==> config.mk <==
export PLATFORM = sky130hd
export DESIGN_NAME = sld_lcd_drive
export DESIGN_NICKNAME = d
export VERILOG_FILES = /design/src/sld_dummy_unused.sv /design/src/sld_pkg.sv /design/src/sld_lcd_drive.sv
export SDC_FILE = /design/constraint.sdc
export NUM_CORES = 1
export LEC_CHECK = 0
export BUFFER_PORTS_ARGS = -buffer_cell sky130_fd_sc_hd__buf_4
export CAP_MARGIN = 20
export CORE_MARGIN = 2
export CORE_UTILIZATION = 54
export CTS_BUF_LIST = sky130_fd_sc_hd__clkbuf_2
export CTS_CLUSTER_SIZE = 16
export DETAILED_ROUTE_END_ITERATION = 8
export GPL_ROUTABILITY_DRIVEN = 0
export HOLD_SLACK_MARGIN = 0.1
export PLACE_DENSITY = 0.75
export SYNTH_ARGS = -nofsm -noshare
export SYNTH_HDL_FRONTEND = slang
export SYNTH_SLANG_ARGS = --single-unit
==> constraint.sdc <==
create_clock -name ref_clk_i -period 2 [get_ports ref_clk_i]
set_input_delay 0.3 -clock ref_clk_i [delete_from_list [all_inputs] [get_ports ref_clk_i]]
set_output_delay 0.3 -clock ref_clk_i [all_outputs]
set_load 0.02 [all_outputs]
==> src/sld_dummy_unused.sv <==
`timescale 1ns/1ns
`default_nettype none
`default_nettype wire

==> src/sld_pkg.sv <==
package sld_pkg;

  // ==========================================================================
  // register map (byte addresses on the apb side)
  // ==========================================================================
  localparam logic [7:0] SLD_OFS_MODE = 8'h00;  // display_mode_register
  localparam logic [7:0] SLD_OFS_CLKC = 8'h04;  // lcd_clock_control
  localparam logic [7:0] SLD_OFS_PFN = 8'h08;   // segment_port_function
  localparam logic [7:0] SLD_OFS_RAM = 8'h40;   // first display memory word
  localparam int SLD_RAM_WORDS = 24;
  localparam logic [7:0] SLD_RAM_SPAN = 8'h60;  // 24 words of 4 bytes

  // ==========================================================================
  // field positions and reset values
  // ==========================================================================
  localparam int SLD_MODE_EN_BIT = 7;   // display_enable_bit
  localparam int SLD_MODE_AMP_BIT = 6;  // gate_amp_enable_bit
  localparam int SLD_MODE_SEL_BIT = 2;  // mode_select_bit, 1 = static
  localparam int SLD_CLKC_SRC_LSB = 2;  // source_select_lo
  localparam int SLD_CLKC_DIV_LSB = 0;  // divider_select_lo
  localparam int SLD_PFN_BITS = 6;
  localparam int SLD_PFN_FIRST_SEG = 22;  // pin_function_bit 0 shares segment 22
  localparam logic [3:0] SLD_CLKC_RST = 4'h0;
  localparam logic [5:0] SLD_PFN_RST = 6'h00;
  localparam logic [2:0] SLD_MODE_RST = 3'h0;

  // ==========================================================================
  // drive levels: 3 = top rail, 2 = two thirds, 1 = one third, 0 = ground
  // ==========================================================================
  localparam logic [1:0] SLD_LV_VSS = 2'h0;
  localparam logic [1:0] SLD_LV_THIRD = 2'h1;
  localparam logic [1:0] SLD_LV_TWO_THIRDS = 2'h2;
  localparam logic [1:0] SLD_LV_TOP = 2'h3;

  // ==========================================================================
  // counts of cycles
  // ==========================================================================
  localparam int SLD_PRE_BITS = 7;      // main clock prescaler, up to /128
  localparam int SLD_SRC_LOG_BASE = 4;  // code 01 gives 2**5 = /32
  localparam int SLD_DIV_BITS = 9;      // half period up to 2**8 source ticks
  localparam int SLD_HALF_LOG_BASE = 5; // code 00 gives /64 per full period

  // ==========================================================================
  // carriers
  // ==========================================================================
  typedef struct packed {
    logic [3:0][1:0] com;   // common_line_0 .. common_line_3
    logic [23:0][1:0] seg;  // segment_out_first .. segment_out_last
  } sld_drive_s;

  typedef struct packed {
    logic [2:0] mode;       // {enable, amp, static}
    logic [3:0] clkc;       // {source[1:0], divider[1:0]}
    logic [5:0] pfn;
    logic [23:0][3:0] ram;
    logic [6:0] pre;
    logic [8:0] div;
    logic sub_q;
    logic phase;
    logic [1:0] slot;
    sld_drive_s drive;
    logic pready;
    logic pslverr;
    logic [31:0] prdata;
  } sld_state_s;

endpackage

==> src/sld_lcd_drive.sv <==
// What this block does
// - clock control resets to zero
// - source select: subsystem, main /32 /64 /128
// - divider select: source /64 /128 /256 /512
// - frame equals lcd clock, quarter in four-slot
// - six port function bits, reset to zero
// - 24 display bytes behave as plain ram
// - display byte top nibble reads zero
// - slot n samples bit n of each byte
// - one selects, zero deselects; byte k to segment k
// - static mode ignores display bits 1 to 3
// - commons activated in turn per mode
// - full voltage only when both lines select, or at a port pin under a top-rail common
// - alternate polarity; 1/3 bias intermediate deselect levels
// - display off drives segments deselected
// - mode select zero four-slot, one static
// - static mode commons copy common line 0
`timescale 1ns/1ns
`default_nettype none

module sld_lcd_drive (
  input wire logic ref_clk_i,
  input wire logic srst_i,
  input wire logic psel_i,
  input wire logic penable_i,
  input wire logic pwrite_i,
  input wire logic [7:0] paddr_i,
  input wire logic [31:0] pwdata_i,
  output logic [31:0] prdata_o,
  output logic pready_o,
  output logic pslverr_o,
  input wire logic sub_clk_i,
  output sld_pkg::sld_drive_s drive_o,
  output logic [5:0] port_sel_o,
  output logic amp_en_o,
  output logic display_en_o
);
  import sld_pkg::*;

  sld_state_s s;
  sld_state_s nxt_s;

  // ==========================================================================
  // helpers
  // ==========================================================================
  // one source tick per selected period; subsystem ticks on its rising edge
  function automatic logic src_tick(input logic [6:0] pre, input logic [1:0] sel,
                                    input logic sub_rise);
    logic [6:0] mask;
    mask = 7'h7F >> (3 - sel);
    if (sel == 2'h0) begin
      src_tick = sub_rise;
    end else begin
      src_tick = ((pre & mask) == mask);
    end
  endfunction

  // level of a common line for its select state, bias mode and phase
  function automatic logic [1:0] com_level(input logic sel, input logic bias,
                                           input logic ph);
    if (sel || !bias) begin
      com_level = ph ? SLD_LV_VSS : SLD_LV_TOP;
    end else begin
      com_level = ph ? SLD_LV_TWO_THIRDS : SLD_LV_THIRD;
    end
  endfunction

  // level of a segment line; deselect mirrors the common in static mode
  function automatic logic [1:0] seg_level(input logic on, input logic bias,
                                           input logic ph);
    if (on) begin
      seg_level = ph ? SLD_LV_TOP : SLD_LV_VSS;
    end else if (!bias) begin
      seg_level = ph ? SLD_LV_VSS : SLD_LV_TOP;
    end else begin
      seg_level = ph ? SLD_LV_THIRD : SLD_LV_TWO_THIRDS;
    end
  endfunction

  function automatic logic [1:0] abs_diff(input logic [1:0] a, input logic [1:0] b);
    abs_diff = (a > b) ? (a - b) : (b - a);
  endfunction

  // ==========================================================================
  // next state
  // ==========================================================================
  logic bias_mode;
  logic ram_hit;
  logic [7:0] ram_ofs;
  logic [4:0] ram_idx;
  logic tick;
  logic [8:0] half_end;
  logic [1:0] use_slot;
  logic seg_on;
  integer k;

  assign bias_mode = !s.mode[SLD_MODE_SEL_BIT - 2 + 0];
  assign ram_ofs = paddr_i - SLD_OFS_RAM;
  assign ram_hit = (paddr_i >= SLD_OFS_RAM) && (ram_ofs < SLD_RAM_SPAN) &&
                   (paddr_i[1:0] == 2'h0);
  assign ram_idx = ram_ofs[6:2];
  assign tick = src_tick(s.pre, s.clkc[SLD_CLKC_SRC_LSB +: 2],
                         sub_clk_i & ~s.sub_q);
  // half of one lcd clock period, in source ticks, minus one
  assign half_end = 9'h0FF >> (3 - s.clkc[SLD_CLKC_DIV_LSB +: 2]);
  assign use_slot = bias_mode ? s.slot : 2'h0;

  always_comb begin
    nxt_s = s;
    seg_on = 1'b0;
    // apb: one wait state, read data prepared with pready
    nxt_s.pready = 1'b0;
    nxt_s.pslverr = 1'b0;
    if (psel_i && penable_i && !s.pready) begin
      nxt_s.pready = 1'b1;
      nxt_s.prdata = 32'h0000_0000;
      if (paddr_i == SLD_OFS_MODE) begin
        nxt_s.prdata[SLD_MODE_EN_BIT] = s.mode[2];
        nxt_s.prdata[SLD_MODE_AMP_BIT] = s.mode[1];
        nxt_s.prdata[SLD_MODE_SEL_BIT] = s.mode[0];
      end else if (paddr_i == SLD_OFS_CLKC) begin
        nxt_s.prdata[3:0] = s.clkc;
      end else if (paddr_i == SLD_OFS_PFN) begin
        nxt_s.prdata[5:0] = s.pfn;
      end else if (ram_hit) begin
        nxt_s.prdata[3:0] = s.ram[ram_idx];
      end else begin
        nxt_s.pslverr = 1'b1;
      end
    end
    // writes land on the edge that completes the access
    if (psel_i && penable_i && s.pready && pwrite_i) begin
      if (paddr_i == SLD_OFS_MODE) begin
        nxt_s.mode = {pwdata_i[SLD_MODE_EN_BIT], pwdata_i[SLD_MODE_AMP_BIT],
                      pwdata_i[SLD_MODE_SEL_BIT]};
      end else if (paddr_i == SLD_OFS_CLKC) begin
        // upper nibble is not stored, so a stray one cannot change the rate
        nxt_s.clkc = pwdata_i[3:0];
      end else if (paddr_i == SLD_OFS_PFN) begin
        nxt_s.pfn = pwdata_i[5:0];
      end else if (ram_hit) begin
        nxt_s.ram[ram_idx] = pwdata_i[3:0];
      end
    end
    // clock chain: prescaler, source tick, half period, slot
    nxt_s.pre = s.pre + 7'h01;
    nxt_s.sub_q = sub_clk_i;
    if (tick) begin
      if (s.div >= half_end) begin
        nxt_s.div = 9'h000;
        nxt_s.phase = !s.phase;
        if (s.phase) begin
          // one lcd clock period per slot; static frame is one period
          nxt_s.slot = bias_mode ? (s.slot + 2'h1) : 2'h0;
        end
      end else begin
        nxt_s.div = s.div + 9'h001;
      end
    end
    // drive levels for the panel
    for (k = 0; k < 4; k++) begin
      nxt_s.drive.com[k] = com_level(!bias_mode || (use_slot == k[1:0]),
                                     bias_mode, s.phase);
    end
    for (k = 0; k < SLD_RAM_WORDS; k++) begin
      seg_on = s.mode[2] && s.ram[k][use_slot];
      nxt_s.drive.seg[k] = seg_level(seg_on, bias_mode, s.phase);
    end
    // pins handed to the port give up the segment drive
    for (k = 0; k < SLD_PFN_BITS; k++) begin
      if (s.pfn[k]) begin
        nxt_s.drive.seg[SLD_PFN_FIRST_SEG - k] = SLD_LV_VSS;
      end
    end
  end

  // ==========================================================================
  // state register
  // ==========================================================================
  // a system reset clears all registers, display memory included
  always_ff @(posedge ref_clk_i) begin
    if (srst_i) begin
      s <= '0;
      s.mode <= SLD_MODE_RST;
      s.clkc <= SLD_CLKC_RST;
      s.pfn <= SLD_PFN_RST;
    end else begin
      s <= nxt_s;
    end
  end

  assign prdata_o = s.prdata;
  assign pready_o = s.pready;
  assign pslverr_o = s.pslverr;
  assign drive_o = s.drive;
  assign port_sel_o = s.pfn;
  assign amp_en_o = s.mode[1];
  assign display_en_o = s.mode[2];

  // ==========================================================================
  // assertions
  // ==========================================================================
  a_clkc_reset: assert property (@(posedge ref_clk_i) $past(srst_i) |-> s.clkc == 4'h0)
    else $error("clock control not cleared by reset");

  a_pfn_reset: assert property (@(posedge ref_clk_i) srst_i |=> port_sel_o == 6'h00)
    else $error("port function not cleared by reset");

  a_ram_nibble: assert property (@(posedge ref_clk_i) disable iff (srst_i)
    (psel_i && penable_i && !pwrite_i && ram_hit && !pready_o) |=> prdata_o[31:4] == 28'h0)
    else $error("display byte top bits not zero");

  a_off_deselect: assert property (@(posedge ref_clk_i) disable iff (srst_i)
    ($past(!s.mode[2]) && $past(!s.pfn[5]) && !$past(srst_i)) |->
      drive_o.seg[17] == seg_level(1'b0, $past(bias_mode), $past(s.phase)))
    else $error("segment not deselected while display off");

  a_static_commons: assert property (@(posedge ref_clk_i) disable iff (srst_i)
    $past(!bias_mode) && !$past(srst_i) |->
      (drive_o.com[1] == drive_o.com[0]) && (drive_o.com[2] == drive_o.com[0]) &&
      (drive_o.com[3] == drive_o.com[0]))
    else $error("static commons differ");

  a_static_slot: assert property (@(posedge ref_clk_i) disable iff (srst_i)
    !bias_mode && tick && s.phase && (s.div >= half_end) |=> s.slot == 2'h0)
    else $error("static mode left slot zero");

  a_phase_flip: assert property (@(posedge ref_clk_i) disable iff (srst_i)
    $changed(s.phase) && $past(!bias_mode) && !bias_mode |=>
      drive_o.com[0] == (2'h3 - $past(drive_o.com[0])))
    else $error("common polarity not reversed");

  a_no_two_thirds: assert property (@(posedge ref_clk_i) disable iff (srst_i)
    abs_diff(drive_o.com[0], drive_o.seg[0]) != 2'h2)
    else $error("pixel saw a two-thirds difference");

  a_seg_select: assert property (@(posedge ref_clk_i) disable iff (srst_i)
    s.mode[2] ##1 $stable(s.mode) && $stable(s.phase) && $stable(s.slot) &&
      $stable(s.ram[0]) |->
      drive_o.seg[0] == seg_level(s.ram[0][use_slot], bias_mode, s.phase))
    else $error("segment level does not follow display bit");

  // the answer of the register bus stands for one cycle only
  a_pready_pulse: assert property (@(posedge ref_clk_i) disable iff (srst_i)
    pready_o |=>
      !pready_o)
    else $error("pready held longer than one cycle");

  a_unmapped_err: assert property (@(posedge ref_clk_i) disable iff (srst_i)
    pslverr_o |->
      pready_o && (prdata_o == 32'h0000_0000))
    else $error("error response without pready or with data");

  a_mode_write: assert property (@(posedge ref_clk_i) disable iff (srst_i)
    psel_i && penable_i && pready_o && pwrite_i && (paddr_i == SLD_OFS_MODE) |=>
      (display_en_o == $past(pwdata_i[SLD_MODE_EN_BIT])) &&
      (s.mode[0] == $past(pwdata_i[SLD_MODE_SEL_BIT])))
    else $error("mode write did not land");

  a_port_pin_low: assert property (@(posedge ref_clk_i) disable iff (srst_i)
    port_sel_o[0] |=>
      drive_o.seg[SLD_PFN_FIRST_SEG] == SLD_LV_VSS)
    else $error("port pin still drives a segment level");

  a_seg0_off: assert property (@(posedge ref_clk_i) disable iff (srst_i)
    $past(!s.mode[2]) && !$past(srst_i) |->
      drive_o.seg[0] == seg_level(1'b0, $past(bias_mode), $past(s.phase)))
    else $error("first segment not deselected while display off");

  // the source tick must sit on the prescaler slot of the selected division
  a_tick_div32: assert property (@(posedge ref_clk_i) disable iff (srst_i)
    (s.clkc[SLD_CLKC_SRC_LSB +: 2] == 2'h1) && tick |->
      s.pre[4:0] == 5'h1F)
    else $error("main clock source tick off its /32 slot");

  a_tick_div128: assert property (@(posedge ref_clk_i) disable iff (srst_i)
    (s.clkc[SLD_CLKC_SRC_LSB +: 2] == 2'h3) && tick |->
      s.pre == 7'h7F)
    else $error("main clock source tick off its /128 slot");

  a_tick_sub: assert property (@(posedge ref_clk_i) disable iff (srst_i)
    (s.clkc[SLD_CLKC_SRC_LSB +: 2] == 2'h0) && sub_clk_i && !s.sub_q |->
      tick)
    else $error("subsystem clock edge gave no source tick");

  a_half_count: assert property (@(posedge ref_clk_i) disable iff (srst_i)
    tick && (s.div < half_end) |=>
      (s.div == $past(s.div) + 9'h001) && $stable(s.phase))
    else $error("half period counter skipped");

  a_idle_hold: assert property (@(posedge ref_clk_i) disable iff (srst_i)
    !tick |=>
      $stable(s.div) && $stable(s.phase) && $stable(s.slot))
    else $error("lcd clock advanced without a source tick");

  a_slot_advance: assert property (@(posedge ref_clk_i) disable iff (srst_i)
    bias_mode && tick && s.phase && (s.div >= half_end) |=>
      s.slot == $past(s.slot) + 2'h1)
    else $error("four-slot scan skipped a common line");

endmodule

`default_nettype wire

==> metrics, run 1 <==
Combinational Power Share=0.098; Synth area leader=dfxtp_1; unrepaired setup endpoints after global routing=true; CP Class=reg2reg; CTS H-tree depth=4; Buffers on Ports=95; FFs w/ async S/R, synth=0; worst path cell trace=nor2b_4, buf_6, buf_6, mux2_4, a222oi_1, buf_4, o21ai_1, and3b_1; Internal Power=0.004724 W; Root Buffer=clkbuf_2; number of synthesized flops with an enable pin=0; clock tree buffer depth=2; CTS tree=yes; number of cell rows=49; Non-Filler Instances=around 1400; Crit. Startpoint=s[90]$_SDFFE_PP0P_; largest net degree at the start of global routing=67; Worst path top cell family by delay=compound AO/OA/AOI/OAI gates; Area Overhead vs Synth=18.09%; sequential-to-total area share from yosys stat=0.3913; Critical Path RT=2.74 ns; Worst-path clk slew=0.29 ns; switching share of power=0.2733; synthesized cell area=0.009822 sq mm; Final setup viols=29; Die W=138.9 um; Die Ht=138.9 um; grt ovf=0; Die Area=a little under 0.02 sq mm; commonest non-fill, non-tap cell in the layout=buf_4; placed cell count=1299; vias per std cell=about 5.8; total power=~0.0065 W; core area=between 0.015 and 0.02 sq mm; Clk pwr share=0.302; share of layout cells above drive strength 1=0.3070; First-pass DRT Iterations=6; Ports=144; antenna violations before repair=1; Max VDD drop=0.0003468 V; share of the synthesized area in the top cell type=0.3913; Hold Vio Cnt, Final=0; RR Startpoint=s[90]$_SDFFE_PP0P_; max_slew headroom=0.5627; Wirelength per Cell=18.31 um; status=complete, but fails checks; WP buf/inv=3; total number of vias=7929; first-pass GRT wire length=38.76 mm; post-route ant nets=0; # nets final=roughly 1200; Yosys reg bits=about 190; Max-Cap Viols=0; Final HPWL DP=approximately 17 mm; Initial DRC Count=918; failing checks=negative setup slack; Leakage=4.765 nW; most common cell type on the critical path=buf_6; Power Dens Cells=560.4 mW/mm^2; CP max stage cell=a222oi_1; worst skew pair latency=0.79 ns; most common flop cell mapped by yosys=dfxtp_1; Flop pwr share=0.601; initial core utilization=0.5486; Synth area leaders=dfxtp_1 39%, mux2i_1 12%, buf_4 7.3%; Tcrit/Tclk final=1.053; Yosys warning count=0; Post-Route WL=25.08 mm; Gate Count Post-Synth=around 1000; crit start category=flop; Worst setup EP type=flop; Peak Freq=474.7 MHz; Yosys cell types=53; number of remaining DRC errors=0; CTS Buf Count=17; GRT Overall Usage=0.2492; CP max FO=4; Avg Cell Area, Syn=about 9.6 sq um; signal arrival time at the worst endpoint=2.85 ns; Clock Skew=0.04713 ns; Net Switching=0.001776 W; worst setup margin=-0.1067 ns; worst-margin pin slew=0.6559 ns; worst hold path startpoint=paddr_i[5]; Sink Count=192; Hold/Removal Path Class=in2reg; vias in the first global route=7471; crit-path max cell delay=roughly 0.53 ns; commonest cells after routing, fill and taps aside=189 x buf_4, 187 x dfxtp_1, 132 x nor2_1; Final min period=2.107 ns; fin. max-slew vios=0
flip-flops by register name, summed over array words and instances, names as in the netlist:
name and flops:
prdata_o 8, drive_o 53, s 121, pslverr_o 1, pready_o 1, amp_en_o 1, port_sel_o 6, display_en_o 1
synthesized netlist by cell type (7+ instances only):
library cell / instances
xnor2_1: 11
buf_2: 14
mux2_2: 25
buf_4: 96
nand4_1: 11
a222oi_1: 24
nand3_1: 12
clkbuf_1: 54
mux4_2: 24
nor2b_1: 8
o21ai_1: 7
ha_1: 8
nand2_1: 44
inv_1: 7
nor3_1: 31
nor2_1: 133
dfxtp_1: 192
mux2i_1: 116
nor3b_1: 23
o21ai_0: 63
nor4_4: 10
a22oi_1: 15
a21oi_1: 30
layer usage:
metal / up-vias / track usage / wire length (um) / part of all wire
met1: 3812 / 0.3436 / 10930 / 0.44
met5: - / 0 / 0 / 0
met2: 347 / 0.3962 / 11990 / 0.48
met4: 0 / 0.08878 / 418 / 0.017
met3: 31 / 0.04385 / 1741 / 0.069
li1: 3739 / - / - / -
worst min-delay path, delay by kind of cell:
kind	cells	cell delay (ns)
buf+inv	3	0.39
simple gates	1	0.14
compound gates	1	0.06
per-stage QoR:
stage / TNS (ns) / util / area, sq um / worst slack (ns) / hold slack, ns
floorplan: -0.8910 / - / 9910 / -0.06219 / 0.4282
global placement: -4.766 / 0.5989 / 10720 / -0.1621 / 0.4444
detailed placement: -7.603 / 0.5989 / 10720 / -0.2080 / 0.4497
CTS: -0.03673 / 0.6294 / 11270 / -0.009304 / 0.1016
global route: -4.769 / 0.6479 / 11600 / -0.1771 / 0.1359
finish: -1.301 / 0.6479 / 11600 / -0.1067 / 0.1562
area by class of cell:
class                      count  area (sq um)
fill                        1377          6304
multi-input combinational    675          5185
antenna                        1         2.502
clock buffer                  20         100.1
timing repair buffer         233          2012
clock inverter                12         132.6
tap                          229         286.5
sequential                   192          3850
inverter                       8         30.03
power groups by stage:
stage	registers, W	logic, W	clock network, W
3_3_place_gp	0.00397	0.000580	0
3_5_place_dp	0.00397	0.000589	0
4_1_cts	0.00390	0.000622	0.00199
6_report	0.00390	0.000636	0.00196
5_1_grt	0.00391	0.000676	0.00213
2_1_floorplan	0.00397	0.000432	0
logic make-up after synthesis:
kind of cell | Yosys count | share of synthesized area
other | 1 | 0.0003818
xor gates and xnor gates | 17 | 0.01516
DFF | 192 | 0.3913
buffers and inverters | 184 | 0.1115
muxes | 165 | 0.2019
AOI/OAI and AO/OA | 151 | 0.09682
adders and majority gates | 8 | 0.01019
and+or+nand+nor | 310 | 0.1727
path summary, 6_finish.rpt:
| kind | endpoint | slack [ns] | depth (start not counted) |
|---|---|---|---|
| max | drive_o[39]$_SDFF_PP0_ | -0.11 | 8 |
| min | pslverr_o$_SDFF_PP0_ | 0.16 | 5 |
| max reg2reg | drive_o[39]$_SDFF_PP0_ | -0.11 | 8 |
| min reg2reg | prdata_o[5]$_SDFFE_PP0N_ | 0.48 | 2 |
timing repair:
action,in CTS,in global routing
hold buffers,24,0
gates cloned,0,1
endpoints found under the setup margin,18,58
gates resized for setup,16,71
buffers inserted,3,11
hold endpoints to repair,150,0
pin swaps,5,25
No activity file was read; power rests on OpenSTA's default activity.
==> run 2, diff against run 1 <==
--- a/config.mk
+++ b/config.mk
@@ -7,14 +7,12 @@
 export LEC_CHECK = 0
 export BUFFER_PORTS_ARGS = -buffer_cell sky130_fd_sc_hd__buf_4
 export CAP_MARGIN = 20
-export CORE_MARGIN = 2
-export CORE_UTILIZATION = 54
-export CTS_BUF_LIST = sky130_fd_sc_hd__clkbuf_2
+export CORE_UTILIZATION = 52
 export CTS_CLUSTER_SIZE = 16
 export DETAILED_ROUTE_END_ITERATION = 8
 export GPL_ROUTABILITY_DRIVEN = 0
 export HOLD_SLACK_MARGIN = 0.1
-export PLACE_DENSITY = 0.75
+export PLACE_DENSITY = 0.73
 export SYNTH_ARGS = -nofsm -noshare
 export SYNTH_HDL_FRONTEND = slang
 export SYNTH_SLANG_ARGS = --single-unit
==> metrics, run 2 (synthesis results as in run 1) <==
Ant. Diodes=0 (was 1); hold-critical path depth=3 (was 5); r2r worst-path depth=7 (was 8); commonest non-fill, non-tap cell in the layout=dfxtp_1 (was buf_4); number of cell rows=49 (unchanged); Top reg by flops=s (unchanged); worst-margin pin slew=0.6759 ns (was 0.6559 ns); worst setup margin=-0.1231 ns (was -0.1067 ns); Final HPWL DP=16.19 mm (was 16.78 mm); total number of vias=7754 (was 7929); commonest cells after routing, fill and taps aside=188 x dfxtp_1, 175 x buf_4, 132 x nor2_1 (was 189 x buf_4, 187 x dfxtp_1, 132 x nor2_1); worst skew pair latency=0.44 ns (was 0.79 ns); GRT Overall Usage=0.2507 (was 0.2492); core area=0.01821 sq mm (was 0.01790 sq mm); signal arrival time at the worst endpoint=2.44 ns (was 2.85 ns); Final setup viols=12 (was 29); largest net degree at the start of global routing=68 (was 67); WL met1=10.42 mm (was 10.93 mm); fin. max-slew vios=0 (unchanged); Critical Path RT=2.32 ns (was 2.74 ns); Leakage=4.672 nW (was 4.765 nW); Hold Vio Cnt, Final=0 (unchanged); max reg flops=121 (unchanged); Max VDD drop=0.0004977 V (was 0.0003468 V); Initial DRC Count=805 (was 918); Wirelength per Cell=18.22 um (was 18.31 um); area occupied by multi-input gates=0.005030 sq mm (was 0.005185 sq mm); CTS H-tree depth=4 (unchanged); Peak Freq=471.0 MHz (was 474.7 MHz); Clock Skew=0.008377 ns (was 0.04713 ns); first-pass GRT wire length=38.36 mm (was 38.76 mm); Root Buffer=clkbuf_16 (was clkbuf_2); Max-Cap Viols=0 (unchanged); max_slew headroom=0.5494 (was 0.5627); Final min period=2.123 ns (was 2.107 ns); worst hold path startpoint=pwdata_i[5] (was paddr_i[5]); First-pass DRT Iterations=9 (was 6); Die Ht=139.4 um (was 138.9 um); reg2reg end=drive_o[15]$_SDFF_PP0_ (was drive_o[39]$_SDFF_PP0_); antenna violations before repair=0 (was 1); Ports=144 (unchanged); Tcrit/Tclk final=1.062 (was 1.053); Worst setup EP type=flop (unchanged); crit start category=flop (unchanged); Die W=139.4 um (was 138.9 um); Post-Route WL=24.18 mm (was 25.08 mm); CTS Buf Count=17 (unchanged); status=complete, but fails checks (unchanged); fillcell total=1495 (was 1377); met3 WL=1.975 mm (was 1.741 mm); DR top layer=met4 (unchanged); worst-case hold path end point=port_sel_o[5]$_SDFFE_PP0P_ (was pslverr_o$_SDFF_PP0_); Hold WS=0.1202 ns (was 0.1562 ns); Worst-path clk slew=0.07 ns (was 0.29 ns); Reg area=0.003851 sq mm (was 0.003850 sq mm); CTS tree=yes (unchanged); CP Class=reg2reg (unchanged); Sink Count=192 (unchanged); clock tree buffer depth=2 (unchanged); Buffers on Ports=95 (unchanged); Area Overhead vs Synth=16.28% (was 18.09%); CP max FO=5 (was 4); post-route ant nets=0 (unchanged); share of layout cells above drive strength 1=0.2741 (was 0.3070); vias in the first global route=7187 (was 7471); number of remaining DRC errors=0 (unchanged); initial core utilization=0.5394 (was 0.5486); Hold/Removal Path Class=in2reg (unchanged); failing checks=negative setup slack (unchanged); # nets final=1139 (was 1181); vias per std cell=5.843 (was 5.788); Power Dens Cells=715.2 mW/mm^2 (was 560.4 mW/mm^2); routed wl met2=11.21 mm (was 11.99 mm); total power=0.008168 W (was 0.006500 W); RR Startpoint=s[216]$_SDFFE_PP0P_ (was s[90]$_SDFFE_PP0P_); grt ovf=0 (unchanged); register-to-register setup slack=-0.12 ns (was -0.11 ns); Die Area=0.01944 sq mm (was 0.01928 sq mm); unrepaired setup endpoints after global routing=true (unchanged)
[run 2: how the worst max path moves through the flow]
stage / start / depth (start not counted) / slack, ns / to
after CTS: s[216]$_SDFFE_PP0P_ / 7 / -0.05 / drive_o[15]$_SDFF_PP0_
final: s[216]$_SDFFE_PP0P_ / 7 / -0.12 / drive_o[15]$_SDFF_PP0_
after global placement: paddr_i[6] / 11 / -0.18 / s[116]$_SDFFE_PP0P_
after floorplan: paddr_i[6] / 7 / -0.06 / s[130]$_SDFFE_PP0P_
after detailed placement: paddr_i[6] / 11 / -0.24 / s[114]$_SDFFE_PP0P_
after global routing: s[90]$_SDFFE_PP0P_ / 7 / -0.15 / drive_o[14]$_SDFF_PP0_
[run 2: routing by layer]
metal,vias to the layer above,GRT usage
li1,3647,-
met1,3713,0.3249
met2,353,0.4028
met3,41,0.06228
met4,0,0.09474
met5,-,0
[run 2: what timing repair did]
item                                   in CTS  in global routing
buffers inserted                            3                  2
hold buffers                                3                  0
setup endpoints to repair                   9                 50
resized for setup                          10                 15
pin swaps                                   1                  3
endpoints found under the hold margin       3                  0
[run 2: final cells by class]
class / instances / area share
Multi-Input combinational cell: 675 / 0.4404
Clock buffer: 18 / 0.03845
Inverter: 8 / 0.002629
Tap cell: 229 / 0.02509
Timing Repair Buffer: 191 / 0.1385
Clock inverter: 14 / 0.01775
Sequential cell: 192 / 0.3372
[run 2: worst max-delay path, cell delays in order, from the launching register on]
cell	delay (ns)
dfxtp_4	0.36
nor2b_4	0.14
buf_12	0.13
mux2_4	0.29
a222oi_1	0.61
buf_4	0.25
o21ai_1	0.06
nor3b_2	0.16
[run 2: metrics by stage]
| step | setup WS, ns | area, sq um | instances | setup TNS, ns | util |
|---|---|---|---|---|---|
| after global placement | -0.1770 | 10630 | 1287 | -8.078 | 0.5839 |
| after CTS | -0.04994 | 11350 | 1325 | -0.1491 | 0.6236 |
| after global routing | -0.1476 | 11420 | 1327 | -2.741 | 0.6272 |
| after floorplan | -0.06219 | 9910 | 1051 | -0.8910 | - |
| after detailed placement | -0.2362 | 10630 | 1287 | -9.779 | 0.5839 |
| final | -0.1231 | 11420 | 1327 | -0.5028 | 0.6272 |
[run 2: power breakdown]
group          internal (W)  leakage [nW]  switching, W  total, W
Combinational      0.000204          2.80      0.000387  0.000591
Clock               0.00215         0.311       0.00154   0.00369
Sequential          0.00386          1.56     0.0000213   0.00388
==> run 3, diff against run 2 <==
--- a/config.mk
+++ b/config.mk
@@ -6,13 +6,12 @@
 export NUM_CORES = 1
 export LEC_CHECK = 0
 export BUFFER_PORTS_ARGS = -buffer_cell sky130_fd_sc_hd__buf_4
-export CAP_MARGIN = 20
 export CORE_UTILIZATION = 52
 export CTS_CLUSTER_SIZE = 16
 export DETAILED_ROUTE_END_ITERATION = 8
 export GPL_ROUTABILITY_DRIVEN = 0
 export HOLD_SLACK_MARGIN = 0.1
-export PLACE_DENSITY = 0.73
+export PLACE_DENSITY_LB_ADDON = 0.08
 export SYNTH_ARGS = -nofsm -noshare
 export SYNTH_HDL_FRONTEND = slang
 export SYNTH_SLANG_ARGS = --single-unit
==> metrics, run 3 (synthesis results as in run 1) <==
status=complete, but fails checks (unchanged); failing checks=negative setup slack (unchanged); Worst-path clk slew=0.08 ns (was 0.07 ns); largest net degree at the start of global routing=82 (was 68); CP max FO=4 (was 5); vias per std cell=5.660 (was 5.843); antenna violations before repair=0 (unchanged); GRT Overall Usage=0.2597 (was 0.2507); Area Overhead vs Synth=16.29% (was 16.28%); Top reg by flops=s (unchanged); Power Dens Cells=691.0 mW/mm^2 (was 715.2 mW/mm^2); hold-critical path depth=2 (was 3); worst setup margin=-0.1755 ns (was -0.1231 ns); Max-Cap Viols=0 (unchanged); vias in the first global route=7059 (was 7187); number of remaining DRC errors=0 (unchanged); CTS Buf Count=17 (unchanged); CTS tree=yes (unchanged); worst-case hold path end point=drive_o[17]$_SDFF_PP0_ (was port_sel_o[5]$_SDFFE_PP0P_); Worst setup EP type=flop (unchanged); Die Area=0.01944 sq mm (unchanged); total power=0.007893 W (was 0.008168 W); reg2reg end=drive_o[37]$_SDFF_PP0_ (was drive_o[15]$_SDFF_PP0_); commonest non-fill, non-tap cell in the layout=dfxtp_1 (unchanged); unrepaired setup endpoints after global routing=true (unchanged); Max VDD drop=0.0005541 V (was 0.0004977 V); share of layout cells above drive strength 1=0.2732 (was 0.2741); Sink Count=192 (unchanged); Leakage=4.696 nW (was 4.672 nW); Die W=139.4 um (unchanged); crit start category=flop (unchanged); commonest cells after routing, fill and taps aside=189 x dfxtp_1, 185 x buf_4, 133 x nor2_1 (was 188 x dfxtp_1, 175 x buf_4, 132 x nor2_1); grt ovf=0 (unchanged); Ant. Diodes=0 (unchanged); Critical Path RT=2.34 ns (was 2.32 ns); First-pass DRT Iterations=7 (was 9); number of cell rows=49 (unchanged); signal arrival time at the worst endpoint=2.51 ns (was 2.44 ns); Final min period=2.176 ns (was 2.123 ns); Buffers on Ports=95 (unchanged); max reg flops=121 (unchanged); pre-CTS WS=-0.2611 ns (was -0.2362 ns); worst skew pair latency=0.44 ns (about the same); Hold Vio Cnt, Final=0 (unchanged); total number of vias=7573 (was 7754); Ports=144 (unchanged); RR Startpoint=s[90]$_SDFFE_PP0P_ (was s[216]$_SDFFE_PP0P_); design area=0.01142 sq mm (about the same); worst-margin pin slew=0.7189 ns (was 0.6759 ns); clock tree buffer depth=2 (unchanged); register-to-register setup slack=-0.18 ns (was -0.12 ns); r2r worst-path depth=7 (unchanged); Die Ht=139.4 um (unchanged); initial core utilization=0.5394 (unchanged); Initial DRC Count=687 (was 805); fillcell total=1587 (was 1495); max_slew headroom=0.5207 (was 0.5494); Final HPWL DP=17.10 mm (was 16.19 mm); Tcrit/Tclk final=1.088 (was 1.062); Peak Freq=459.7 MHz (was 471.0 MHz); first-pass GRT wire length=39.34 mm (was 38.36 mm); Clock Skew=0.009461 ns (was 0.008377 ns); dpl cell area=0.01064 sq mm (was 0.01063 sq mm); CTS H-tree depth=4 (unchanged); Final setup viols=36 (was 12); worst hold path startpoint=srst_i (was pwdata_i[5]); core area=0.01821 sq mm (unchanged); CP Class=reg2reg (unchanged); # nets final=1150 (was 1139); Root Buffer=clkbuf_16 (unchanged); Post-Route WL=24.81 mm (was 24.18 mm); fin. max-slew vios=0 (unchanged); Wirelength per Cell=18.54 um (was 18.22 um); Hold/Removal Path Class=in2reg (unchanged); post-route ant nets=0 (unchanged)
## run 3: changes by cell type in the layout (fill, tap and decap cells not counted), moves of 2 or more
| cell | previous run | this run |
|---|---|---|
| o21ai_1 | 8 | 11 |
| bufinv_16 | 4 | 1 |
| clkinv_4 | 1 | 5 |
| inv_8 | 2 | 5 |
| clkinv_2 | 2 | 0 |
| o21ai_2 | 2 | 0 |
| inv_6 | 3 | 1 |
| mux2_4 | 3 | 7 |
| buf_12 | 10 | 8 |
| mux2_2 | 22 | 18 |
| buf_4 | 175 | 185 |
| dlygate4sd3_1 | 3 | 5 |
## run 3: power breakdown
group	switching (W)	internal (W)	leakage (nW)	total, W
Sequential	0.0000209	0.00386	1.56	0.00388
Clock	0.00160	0.00181	0.288	0.00341
Combinational	0.000389	0.000208	2.85	0.000597
## run 3: metal layers
layer	global-route usage	vias up	wire length (um)
met5	0	-	0
met4	0.06374	0	289
met3	0.05196	19	1580
met2	0.4099	256	11490
met1	0.3634	3625	11450
li1	-	3673	-
## run 3: through the flow
| step | cells | hold slack [ns] | util | TNS [ns] |
|---|---|---|---|---|
| 2_1_floorplan | 1051 | 0.4282 | - | -0.8910 |
| 5_1_grt | 1338 | 0.1658 | 0.6273 | -5.347 |
| 3_5_place_dp | 1293 | 0.4530 | 0.5843 | -9.042 |
| 6_report | 1338 | 0.1835 | 0.6273 | -2.536 |
| 3_3_place_gp | 1293 | 0.4492 | 0.5843 | -6.476 |
| 4_1_cts | 1335 | 0.1745 | 0.6251 | -1.342 |
## run 3: area by class of cell
class,instances,area [sq um],share of cell area
multi-input cells,675,5021,0.4396
flip-flops and latches,192,3847,0.3368
repair buffers,202,1648,0.1443
clock buffers,19,442.9,0.03878
well taps,229,286.5,0.02508
clock inverters,13,146.4,0.01282
inverters,8,30.03,0.002629
## run 3: worst max path at each step
stage                            start                endpoint  slack, ns
finish              s[90]$_SDFFE_PP0P_  drive_o[37]$_SDFF_PP0_      -0.18
global route        s[90]$_SDFFE_PP0P_  drive_o[23]$_SDFF_PP0_      -0.20
CTS                 s[90]$_SDFFE_PP0P_  drive_o[37]$_SDFF_PP0_      -0.11
detailed placement  s[90]$_SDFFE_PP0P_  drive_o[37]$_SDFF_PP0_      -0.26
global placement    s[90]$_SDFFE_PP0P_  drive_o[37]$_SDFF_PP0_      -0.24
floorplan                   paddr_i[6]     s[130]$_SDFFE_PP0P_      -0.06
## run 3: worst max-delay path, stage by stage (launching register included)
cell and delay, ns:
dfxtp_2 0.33, nor2b_4 0.25, buf_6 0.17, mux2_4 0.30, a222oi_1 0.57, buf_4 0.22, o21ai_1 0.05, and3b_1 0.17
## run 3: what timing repair did
action                                 CTS  global route
setup endpoints to repair               53            59
endpoints found under the hold margin    5             0
hold buffers                             5             0
setup buffers                            5             3
resized for setup                       19             5
pin swaps                                5             6
